$ cat src/core/osr_pkg.sv
// Package for the oscillator settings and operation status register bank.
// Assumes a command parser that decodes text commands into register accesses.
package osr_pkg;
	// Register selectors used on the command port.
	localparam logic [2:0] OSR_SEL_OUT_STATE = 3'h0;
	localparam logic [2:0] OSR_SEL_DC_BIAS = 3'h1;
	localparam logic [2:0] OSR_SEL_AMPL = 3'h2;
	localparam logic [2:0] OSR_SEL_AMPL_UNIT = 3'h3;
	localparam logic [2:0] OSR_SEL_COND = 3'h4;
	localparam logic [2:0] OSR_SEL_EV_ENABLE = 3'h5;
	localparam logic [2:0] OSR_SEL_EVENT = 3'h6;
	localparam logic [2:0] OSR_SEL_FILTER = 3'h7;
	// Output state codes.
	localparam logic [1:0] OSR_OUT_ALL_OFF = 2'h0;
	localparam logic [1:0] OSR_OUT_AC_OFF = 2'h1;
	localparam logic [1:0] OSR_OUT_ALL_ON = 2'h2;
	// Voltages in hundredths of a volt.
	localparam logic signed [15:0] OSR_DC_MAX = 16'sh03E8;
	localparam logic signed [15:0] OSR_DC_MIN = -16'sh03E8;
	localparam logic [15:0] OSR_RMS_MAX = 16'h02C3;
	localparam logic [15:0] OSR_PK_MAX = 16'h03E8;
	localparam logic [15:0] OSR_STAT_MASK = 16'h7FFF;
	localparam logic [15:0] OSR_STAT_RESET = 16'h0000;
	// Amplitude unit encodings.
	localparam logic OSR_UNIT_RMS = 1'b0;
	localparam logic OSR_UNIT_PK = 1'b1;
	// Suffix encodings carried with an amplitude write.
	localparam logic [1:0] OSR_SFX_NONE = 2'h0;
	localparam logic [1:0] OSR_SFX_RMS = 2'h1;
	localparam logic [1:0] OSR_SFX_PK = 2'h2;

	typedef struct packed {
		logic wr;
		logic rd;
		logic [2:0] sel;
		logic sub;
		logic [1:0] sfx;
		logic [15:0] data;
	} osr_cmd_s;

	typedef struct packed {
		logic valid;
		logic [15:0] data;
	} osr_resp_s;
endpackage

$ cat src/core/osr_regs.sv
`timescale 1ns/100ps
// Oscillator output settings and operation status register bank.
// Assumes a command parser presents one decoded access per cycle on cmd_i
// and that the condition bits come from the instrument, synchronous to mclk_i.

// Overview of operation
// - Output state code 0 turns AC and DC off, 1 turns AC off, 2 turns both on.
// - Code 1 turns AC off and gives DC back the state it had before.
// - A query of output state returns the code actually in effect.
// - DC bias is a signed hundredths value clamped to -10.00..10.00 V and read back as stored.
// - Amplitude writes use the selected unit unless an rms or peak suffix overrides it.
// - Amplitude is limited to 0..7.07 Vrms or 0..10.00 Vpk.
// - The unit setting picks rms or peak and sets the unit of amplitude read back.
// - Every status register is 16 bits with its top bit reading zero.
// - Status writes take any 16-bit value and store the low fifteen bits.
// - Status queries therefore never exceed 32767.
// - The condition register is query-only and shows the present condition bits.
// - The event-enable register is writable and readable with the same masking.
// - The event register is readable and returns its latched bits.
// - Event bits latch on rising edges gated by the rising filter and falling by the falling one.
// - Falling and rising filter registers are writable and readable with top bit masking.
module osr_regs
	import osr_pkg::*;
#(
	parameter int SW = 16
)
(
	// Clock, reset and enable
	input wire logic mclk_i,
	input wire logic rst_i,
	input wire logic ce_i,
	// Command port
	input wire osr_cmd_s cmd_i,
	output osr_resp_s resp_o,
	// Instrument condition bits
	input wire logic [SW-1:0] condition_i,
	// Settings to the analog section
	output logic ac_on_o,
	output logic dc_on_o,
	output logic signed [15:0] dc_bias_o,
	output logic [15:0] ampl_pk_o,
	output logic ampl_unit_o,
	// Status summary
	output logic op_summary_o
);
	logic [1:0] out_code;
	logic dc_saved;
	logic signed [15:0] next_bias;
	logic [15:0] next_ampl;
	logic [15:0] ampl_rms;
	logic wr_unit;
	logic [SW-1:0] cond_q;
	logic [SW-1:0] ev_enable;
	logic [SW-1:0] op_event;
	logic [SW-1:0] fall_f;
	logic [SW-1:0] rise_f;
	logic [SW-1:0] filt_rd;
	logic filt_wr;
	logic rd_pend;
	logic rd_filt;
	logic [15:0] rd_hold;
	logic ev_clr;
	logic [15:0] ampl_in;
	logic [SW-1:0] cond_now;
	logic [SW-1:0] next_event;

	function automatic logic [SW-1:0] stat_mask(input logic [15:0] v);
		stat_mask = SW'(v & OSR_STAT_MASK);
	endfunction

	// Peak value converted to rms, ratio 181/256 approximating 1/sqrt(2).
	// Both conversions round to nearest, so an rms value written reads back unchanged.
	function automatic logic [15:0] pk_to_rms(input logic [15:0] v);
		logic [23:0] p;
		p = 24'(v) * 24'h0000_B5 + 24'h0000_80;
		pk_to_rms = p[23:8];
	endfunction

	function automatic logic [15:0] rms_to_pk(input logic [15:0] v);
		logic [23:0] p;
		p = 24'(v) * 24'h0000_16A + 24'h0000_80;
		rms_to_pk = p[23:8];
	endfunction

	always_comb
	begin
		if ($signed(cmd_i.data) > OSR_DC_MAX)
			next_bias = OSR_DC_MAX;
		else if ($signed(cmd_i.data) < OSR_DC_MIN)
			next_bias = OSR_DC_MIN;
		else
			next_bias = $signed(cmd_i.data);
	end

	always_comb
	begin
		case (cmd_i.sfx)
			OSR_SFX_RMS: wr_unit = OSR_UNIT_RMS;
			OSR_SFX_PK: wr_unit = OSR_UNIT_PK;
			default: wr_unit = ampl_unit_o;
		endcase
	end

	always_comb
	begin
		if (wr_unit == OSR_UNIT_RMS)
		begin
			ampl_in = (cmd_i.data > OSR_RMS_MAX) ? OSR_RMS_MAX : cmd_i.data;
			next_ampl = rms_to_pk(ampl_in);
		end
		else
		begin
			ampl_in = (cmd_i.data > OSR_PK_MAX) ? OSR_PK_MAX : cmd_i.data;
			next_ampl = ampl_in;
		end
	end

	assign ampl_rms = pk_to_rms(ampl_pk_o);

	// Code 0 remembers whether DC was on, so that code 1 can bring it back.
	// output state codes
	always_ff @(posedge mclk_i)
	begin
		if (rst_i)
		begin
			out_code <= OSR_OUT_ALL_OFF;
			ac_on_o <= 1'b0;
			dc_on_o <= 1'b0;
			dc_saved <= 1'b0;
		end
		else if (ce_i && cmd_i.wr && cmd_i.sel == OSR_SEL_OUT_STATE)
		begin
			case (cmd_i.data[1:0])
				OSR_OUT_ALL_OFF:
				begin
					out_code <= OSR_OUT_ALL_OFF;
					ac_on_o <= 1'b0;
					dc_saved <= dc_on_o;
					dc_on_o <= 1'b0;
				end
				OSR_OUT_AC_OFF:
				begin
					out_code <= OSR_OUT_AC_OFF;
					ac_on_o <= 1'b0;
					dc_on_o <= dc_saved;
				end
				OSR_OUT_ALL_ON:
				begin
					out_code <= OSR_OUT_ALL_ON;
					ac_on_o <= 1'b1;
					dc_on_o <= 1'b1;
					dc_saved <= 1'b1;
				end
				default:
				begin
					out_code <= out_code;
				end
			endcase
		end
	end

	// Amplitude is kept in peak form; rms readback is rounded to the nearest hundredth.
	// Writes to the condition and event selectors match nothing here and are dropped.
	// Bias, amplitude and unit settings.
	always_ff @(posedge mclk_i)
	begin
		if (rst_i)
		begin
			dc_bias_o <= '0;
			ampl_pk_o <= '0;
			ampl_unit_o <= OSR_UNIT_RMS;
		end
		else if (ce_i && cmd_i.wr)
		begin
			if (cmd_i.sel == OSR_SEL_DC_BIAS)
				dc_bias_o <= next_bias;
			if (cmd_i.sel == OSR_SEL_AMPL)
				ampl_pk_o <= next_ampl;
			if (cmd_i.sel == OSR_SEL_AMPL_UNIT)
				ampl_unit_o <= cmd_i.data[0];
		end
	end

	always_ff @(posedge mclk_i)
	begin
		if (rst_i)
			ev_enable <= SW'(OSR_STAT_RESET);
		else if (ce_i && cmd_i.wr && cmd_i.sel == OSR_SEL_EV_ENABLE)
			ev_enable <= stat_mask(cmd_i.data);
	end

	assign filt_wr = cmd_i.wr && cmd_i.sel == OSR_SEL_FILTER;

	osr_filter_mem #(
		.WIDTH(SW)
	) u_filt (
		.mclk_i(mclk_i),
		.rst_i(rst_i),
		.ce_i(ce_i),
		.wr_i(filt_wr),
		.wsel_i(cmd_i.sub),
		.wdata_i(stat_mask(cmd_i.data)),
		.rsel_i(cmd_i.sub),
		.rdata_o(filt_rd),
		.fall_o(fall_f),
		.rise_o(rise_f)
	);

	assign cond_now = stat_mask(16'(condition_i));

	always_ff @(posedge mclk_i)
	begin
		if (rst_i)
			cond_q <= '0;
		else if (ce_i)
			cond_q <= cond_now;
	end

	assign ev_clr = cmd_i.rd && cmd_i.sel == OSR_SEL_EVENT;

	// clear on read
	// A new edge in the clearing cycle survives, so no event is lost.
	always_comb
	begin
		next_event = ev_clr ? '0 : op_event;
		next_event = next_event | (rise_f & cond_now & ~cond_q);
		next_event = next_event | (fall_f & ~cond_now & cond_q);
	end

	always_ff @(posedge mclk_i)
	begin
		if (rst_i)
			op_event <= '0;
		else if (ce_i)
			op_event <= next_event;
	end

	// The flag trails the event register by one cycle, which keeps it a plain register output.
	// summary flag
	always_ff @(posedge mclk_i)
	begin
		if (rst_i)
			op_summary_o <= 1'b0;
		else if (ce_i)
			op_summary_o <= |(op_event & ev_enable);
	end

	// Read data capture; filter words come from their memory's read register in the same cycle instead.
	always_ff @(posedge mclk_i)
	begin
		if (rst_i)
		begin
			rd_pend <= 1'b0;
			rd_filt <= 1'b0;
			rd_hold <= '0;
		end
		else if (ce_i)
		begin
			rd_pend <= cmd_i.rd;
			rd_filt <= cmd_i.rd && cmd_i.sel == OSR_SEL_FILTER;
			case (cmd_i.sel)
				OSR_SEL_OUT_STATE: rd_hold <= 16'(out_code);
				OSR_SEL_DC_BIAS: rd_hold <= dc_bias_o;
				OSR_SEL_AMPL: rd_hold <= (ampl_unit_o == OSR_UNIT_RMS) ? ampl_rms : ampl_pk_o;
				OSR_SEL_AMPL_UNIT: rd_hold <= 16'(ampl_unit_o);
				OSR_SEL_COND: rd_hold <= 16'(cond_q);
				OSR_SEL_EV_ENABLE: rd_hold <= 16'(ev_enable);
				OSR_SEL_EVENT: rd_hold <= 16'(op_event);
				default: rd_hold <= '0;
			endcase
		end
	end

	// Filter words leave the memory already registered, so they skip the hold stage.
	// filter words top bit zero
	always_ff @(posedge mclk_i)
	begin
		if (rst_i)
			resp_o <= '0;
		else if (ce_i)
		begin
			resp_o.valid <= rd_pend;
			resp_o.data <= rd_filt ? (16'(filt_rd) & OSR_STAT_MASK) : rd_hold;
		end
	end
endmodule

$ cat src/core/osr_filter_mem.sv
`timescale 1ns/100ps
// Two-word store for the falling and rising transition filters.
// Assumes the caller masks data before writing; read data are registered.
module osr_filter_mem
	import osr_pkg::*;
#(
	parameter int WIDTH = 16
)
(
	// Clock, reset and enable
	input wire logic mclk_i,
	input wire logic rst_i,
	input wire logic ce_i,
	// Write port
	input wire logic wr_i,
	input wire logic wsel_i,
	input wire logic [WIDTH-1:0] wdata_i,
	// Registered read port
	input wire logic rsel_i,
	output logic [WIDTH-1:0] rdata_o,
	// Both words in parallel for the edge logic
	output logic [WIDTH-1:0] fall_o,
	output logic [WIDTH-1:0] rise_o
);
	logic [WIDTH-1:0] mem [2];

	always_ff @(posedge mclk_i)
	begin
		if (rst_i)
		begin
			mem[0] <= '0;
			mem[1] <= '0;
		end
		else if (ce_i && wr_i)
		begin
			mem[wsel_i] <= wdata_i;
		end
	end

	always_ff @(posedge mclk_i)
	begin
		if (rst_i)
		begin
			rdata_o <= '0;
		end
		else if (ce_i)
		begin
			rdata_o <= mem[rsel_i];
		end
	end

	assign fall_o = mem[0];
	assign rise_o = mem[1];
endmodule

$ cat config.mk
export PLATFORM = sky130hd
export DESIGN_NAME = osr_regs
export DESIGN_NICKNAME = d
export VERILOG_FILES = /design/src/core/osr_pkg.sv /design/src/core/osr_regs.sv /design/src/core/osr_filter_mem.sv
export SDC_FILE = /design/constraint.sdc
export NUM_CORES = 1
export LEC_CHECK = 0
export BUFFER_PORTS_ARGS = -buffer_cell sky130_fd_sc_hd__buf_2
export CAP_MARGIN = 20
export CELL_PAD_IN_SITES_DETAIL_PLACEMENT = 0
export CELL_PAD_IN_SITES_GLOBAL_PLACEMENT = 1
export CORE_MARGIN = 3
export CORE_UTILIZATION = 35
export CTS_CLUSTER_DIAMETER = 40
export DETAILED_ROUTE_END_ITERATION = 6
export PLACE_DENSITY_LB_ADDON = 0.3
export SLEW_MARGIN = 20
export SYNTH_ARGS = -nofsm -noshare
export SYNTH_HDL_FRONTEND = slang
export SYNTH_SLANG_ARGS = --single-unit
$ cat constraint.sdc
create_clock -name mclk_i -period 14.94 [get_ports mclk_i]
set_clock_uncertainty 0.1 [all_clocks]
set_input_delay 1.494 -clock mclk_i [delete_from_list [all_inputs] [get_ports mclk_i]]
set_output_delay 1.494 -clock mclk_i [all_outputs]
set_load 0.01 [all_outputs]
==> impl_metrics.json <==
{
  "cp.arrival_ns": 7.58,
  "rsz0062_at_grt": "no",
  "drc_errors": 0,
  "fill_cells": 3709,
  "cts_tree": "built",
  "max-cap-violations": 0,
  "cp_max_fo": 19,
  "netlist_area_mm2": 0.01276,
  "dp_hpwl_mm": 28.28,
  "fin_area_mm2": 0.01429,
  "crit_chain": "buf_2, nor4_1, nand2_1, a21oi_1, buf_4, nand2_1, ha_1, inv_1, fa_1, inv_1, fa_1, inv_1, fa_1, inv_1, ha_1, a211o_1, a21oi_1, o21ai_1, xnor2_1, or3_1, o31a_1, or4_1, a32o_1",
  "period_share_pct": 49.22,
  "setup_viol": 0,
  "regToRegStartpoint": "ampl_pk_o[4]",
  "grt_start_max_net_pins": 84,
  "drv_slew": 0,
  "max_freq_ghz": 0.1360,
  "holdBufCountCts": 0,
  "place_area_mm2": 0.01368,
  "cts.sinks": 163,
  "synth-seq-cells": 163,
  "grt.total_usage_pct": 19.15,
  "holdWs_ns": 0.3673,
  "synth_cell_types": 74,
  "final_cell_mix": "168 x inv_1, 133 x dfxtp_1, 123 x ha_1",
  "n_antenna_cell": 0,
  "clkPwrFrac_pct": 33.9,
  "core_area_mm2": 0.03574,
  "drt-initial-drc-count": 768,
  "worstHoldStart": "rd_hold[2]",
  "power_mw": 1.325,
  "antenna_left": 0,
  "fin_crit_ns": 7.354,
  "io_pins": 96,
  "post_cts_buffers": 0,
  "area_delta_synth_final_pct": 12.01,
  "max-vdd-ir-drop_uv": 83.67,
  "layout-drive-gt1-share_pct": 10.11,
  "switching_share_pct": 35.03,
  "grt_first_pass_wirelength_mm": 58.37,
  "synthArstFlopShare_pct": 0,
  "cp_num_buf_inv": 6,
  "finalSetupTns_ns": 0,
  "slowest_delay_ns": 0.53,
  "wirelength_mm": 37.05,
  "wl_per_cell_um": 18.58,
  "ys.flop_type": "dfxtp_1",
  "fin_util_pct": 39.97,
  "seqPwrFrac_pct": 36.4,
  "cts_resized": 0,
  "startpoint": "cmd_i[12]",
  "grt-ovfl-total": 0,
  "die_y_um": 196.9,
  "layout_commonest_cell": "inv_1",
  "die_x_um": 196.9,
  "critPathMostFrequentCell": "inv_1",
  "cp_top_family": "adder cells",
  "syn_inst": 1454,
  "grt_pass1_vias": 10100,
  "clkTransAtPathRegs_ns": 0.07,
  "syn_area_per_cell_um2": 8.773,
  "vias_per_cell": 5.236,
  "power_density_mw_per_mm2": 92.72,
  "ys_seq_area_share_pct": 27.94,
  "p_sw_mw": 0.4641,
  "slew_headroom_pct": 26.14,
  "hold_viol": 0,
  "worstSetupStartpointType": "input port",
  "numCtsBuffers": 17,
  "yosys_warnings": 0,
  "worstMarginPinSlew_ns": 1.106,
  "fin_nets": 1756,
  "antenna_found_initial": 4,
  "hold_class": "reg -> reg",
  "comb_power_share_pct": 29.7,
  "outcome": "complete, no violations",
  "clock_path_buffers": 2,
  "start_util_pct": 35.69,
  "via_count": 10440,
  "power.internal_mw": 0.8606,
  "place_congestion": 0.8578,
  "numPortBuffers": 94,
  "htreeDepth": 4,
  "cp.required_ns": 15.16,
  "clk_latency_ns": 0.43,
  "crit_path_top_delay_cell": "fa_1",
  "root_buffer": "clkbuf_16",
  "drtPass1Iterations": 5,
  "end_kind": "flop",
  "critPathKind": "in -> reg",
  "fp-row-count": 69,
  "synth-edff-count": 30,
  "die_area_mm2": 0.03877,
  "p_leak_nw": 6.518
}
==> registers in the layout (all words and copies together), names as in the netlist <==
signal / flops
ev_enable: 15
dc_bias_o: 16
ampl_unit_o: 1
u_filt.mem: 30
rd_filt: 1
dc_saved: 1
resp_o: 17
op_event: 15
rd_pend: 1
op_summary_o: 1
dc_on_o: 1
out_code: 1
rd_hold: 16
ampl_pk_o: 16
ac_on_o: 1
u_filt.rdata_o: 15
cond_q: 15
==> cells in the mapped netlist, drive strengths merged, types with 3 or more instances <==
master / n / area [µm²]
a222oi: 6 / 60.06
o22ai: 5 / 31.28
fa: 70 / 1401
a311oi: 7 / 61.31
nand4: 6 / 37.54
nand3b: 18 / 135.1
a21o: 15 / 112.6
mux2i: 65 / 650.6
nor2: 117 / 439.2
a21boi: 3 / 22.52
inv: 168 / 630.6
o21bai: 4 / 30.03
a22o: 4 / 35.03
a21oi: 67 / 335.3
a22oi: 29 / 217.7
xnor2: 27 / 236.5
or3: 7 / 43.79
clkbuf: 57 / 214.0
and3: 11 / 68.82
dfxtp: 133 / 2663
nand2b: 11 / 68.82
a2111oi: 6 / 52.55
ha: 123 / 1539
a211o: 6 / 52.55
xor2: 24 / 210.2
o21ai: 64 / 324.1
or2: 7 / 43.79
or4: 4 / 30.03
edfxtp: 30 / 900.9
nor3: 20 / 100.1
a221oi: 8 / 70.07
o31ai: 9 / 72.57
nand2: 123 / 464.2
nor2b: 7 / 43.79
and2: 45 / 281.5
buf: 15 / 72.56
o21a: 10 / 75.07
nand3: 27 / 135.1
o211ai: 13 / 107.6
a211oi: 39 / 292.8
nor4: 11 / 68.82
==> path summary, 6_finish.rpt <==
kind	to	slack, ns	cells past startpoint
worst max-delay path	ampl_pk_o[10]	7.59	23
worst min-delay path	rd_hold[2]	0.37	2
worst max register to register	rd_hold[9]	9.86	15
worst min register to register	rd_hold[2]	0.37	2
==> metrics by stage <==
step | instances | worst slack, ns
6_report | 1994 | 7.586
4_1_cts | 1994 | 7.627
5_1_grt | 1994 | 7.210
2_1_floorplan | 1471 | 7.383
3_3_place_gp | 1962 | 7.246
3_5_place_dp | 1962 | 7.191
==> layer usage <==
metal  GRT usage, %  vias up  wire (µm)
met3          2.496       26       1313
met5              0        -         21
met4          3.722        4        467
li1               -     5170          -
met2          32.47      205      17640
met1          26.43     5035      17600
==> power by group through the flow <==
stage               Sequential, mW  Clock, mW  Combinational (mW)
global placement             0.493          0               0.376
global route                 0.486      0.478               0.446
finish                       0.483      0.449               0.393
detailed placement           0.493          0               0.378
CTS                          0.483      0.456               0.380
floorplan                    0.488          0               0.296
==> final cells by class <==
type | instances | area [µm²] | area share [%]
multi-input cells | 1068 | 8369 | 58.58
flip-flops and latches | 163 | 3563 | 24.94
inverters | 168 | 630.6 | 4.414
well taps | 461 | 576.8 | 4.037
repair buffers | 102 | 535.5 | 3.748
clock buffers | 17 | 425.4 | 2.977
clock inverters | 15 | 186.4 | 1.305
==> worst min-delay path: stages, from the launching register on <==
cell,delay (ns)
dfxtp_1,0.31
nand2_1,0.06
a21oi_1,0.05
==> logic make-up (layout without fill, tap and decap cells) <==
logic type	Yosys count	after routing	synth area share, %
fa+ha+maj	195	195	23.21
buf+inv	240	302	7.190
xor+xnor	51	51	3.502
other cells	2	19	0.05887
compound gates	313	313	16.69
mux	68	68	5.454
simple gates	422	422	15.96
flops	163	163	27.94
(Power assumes the default switching activity.)
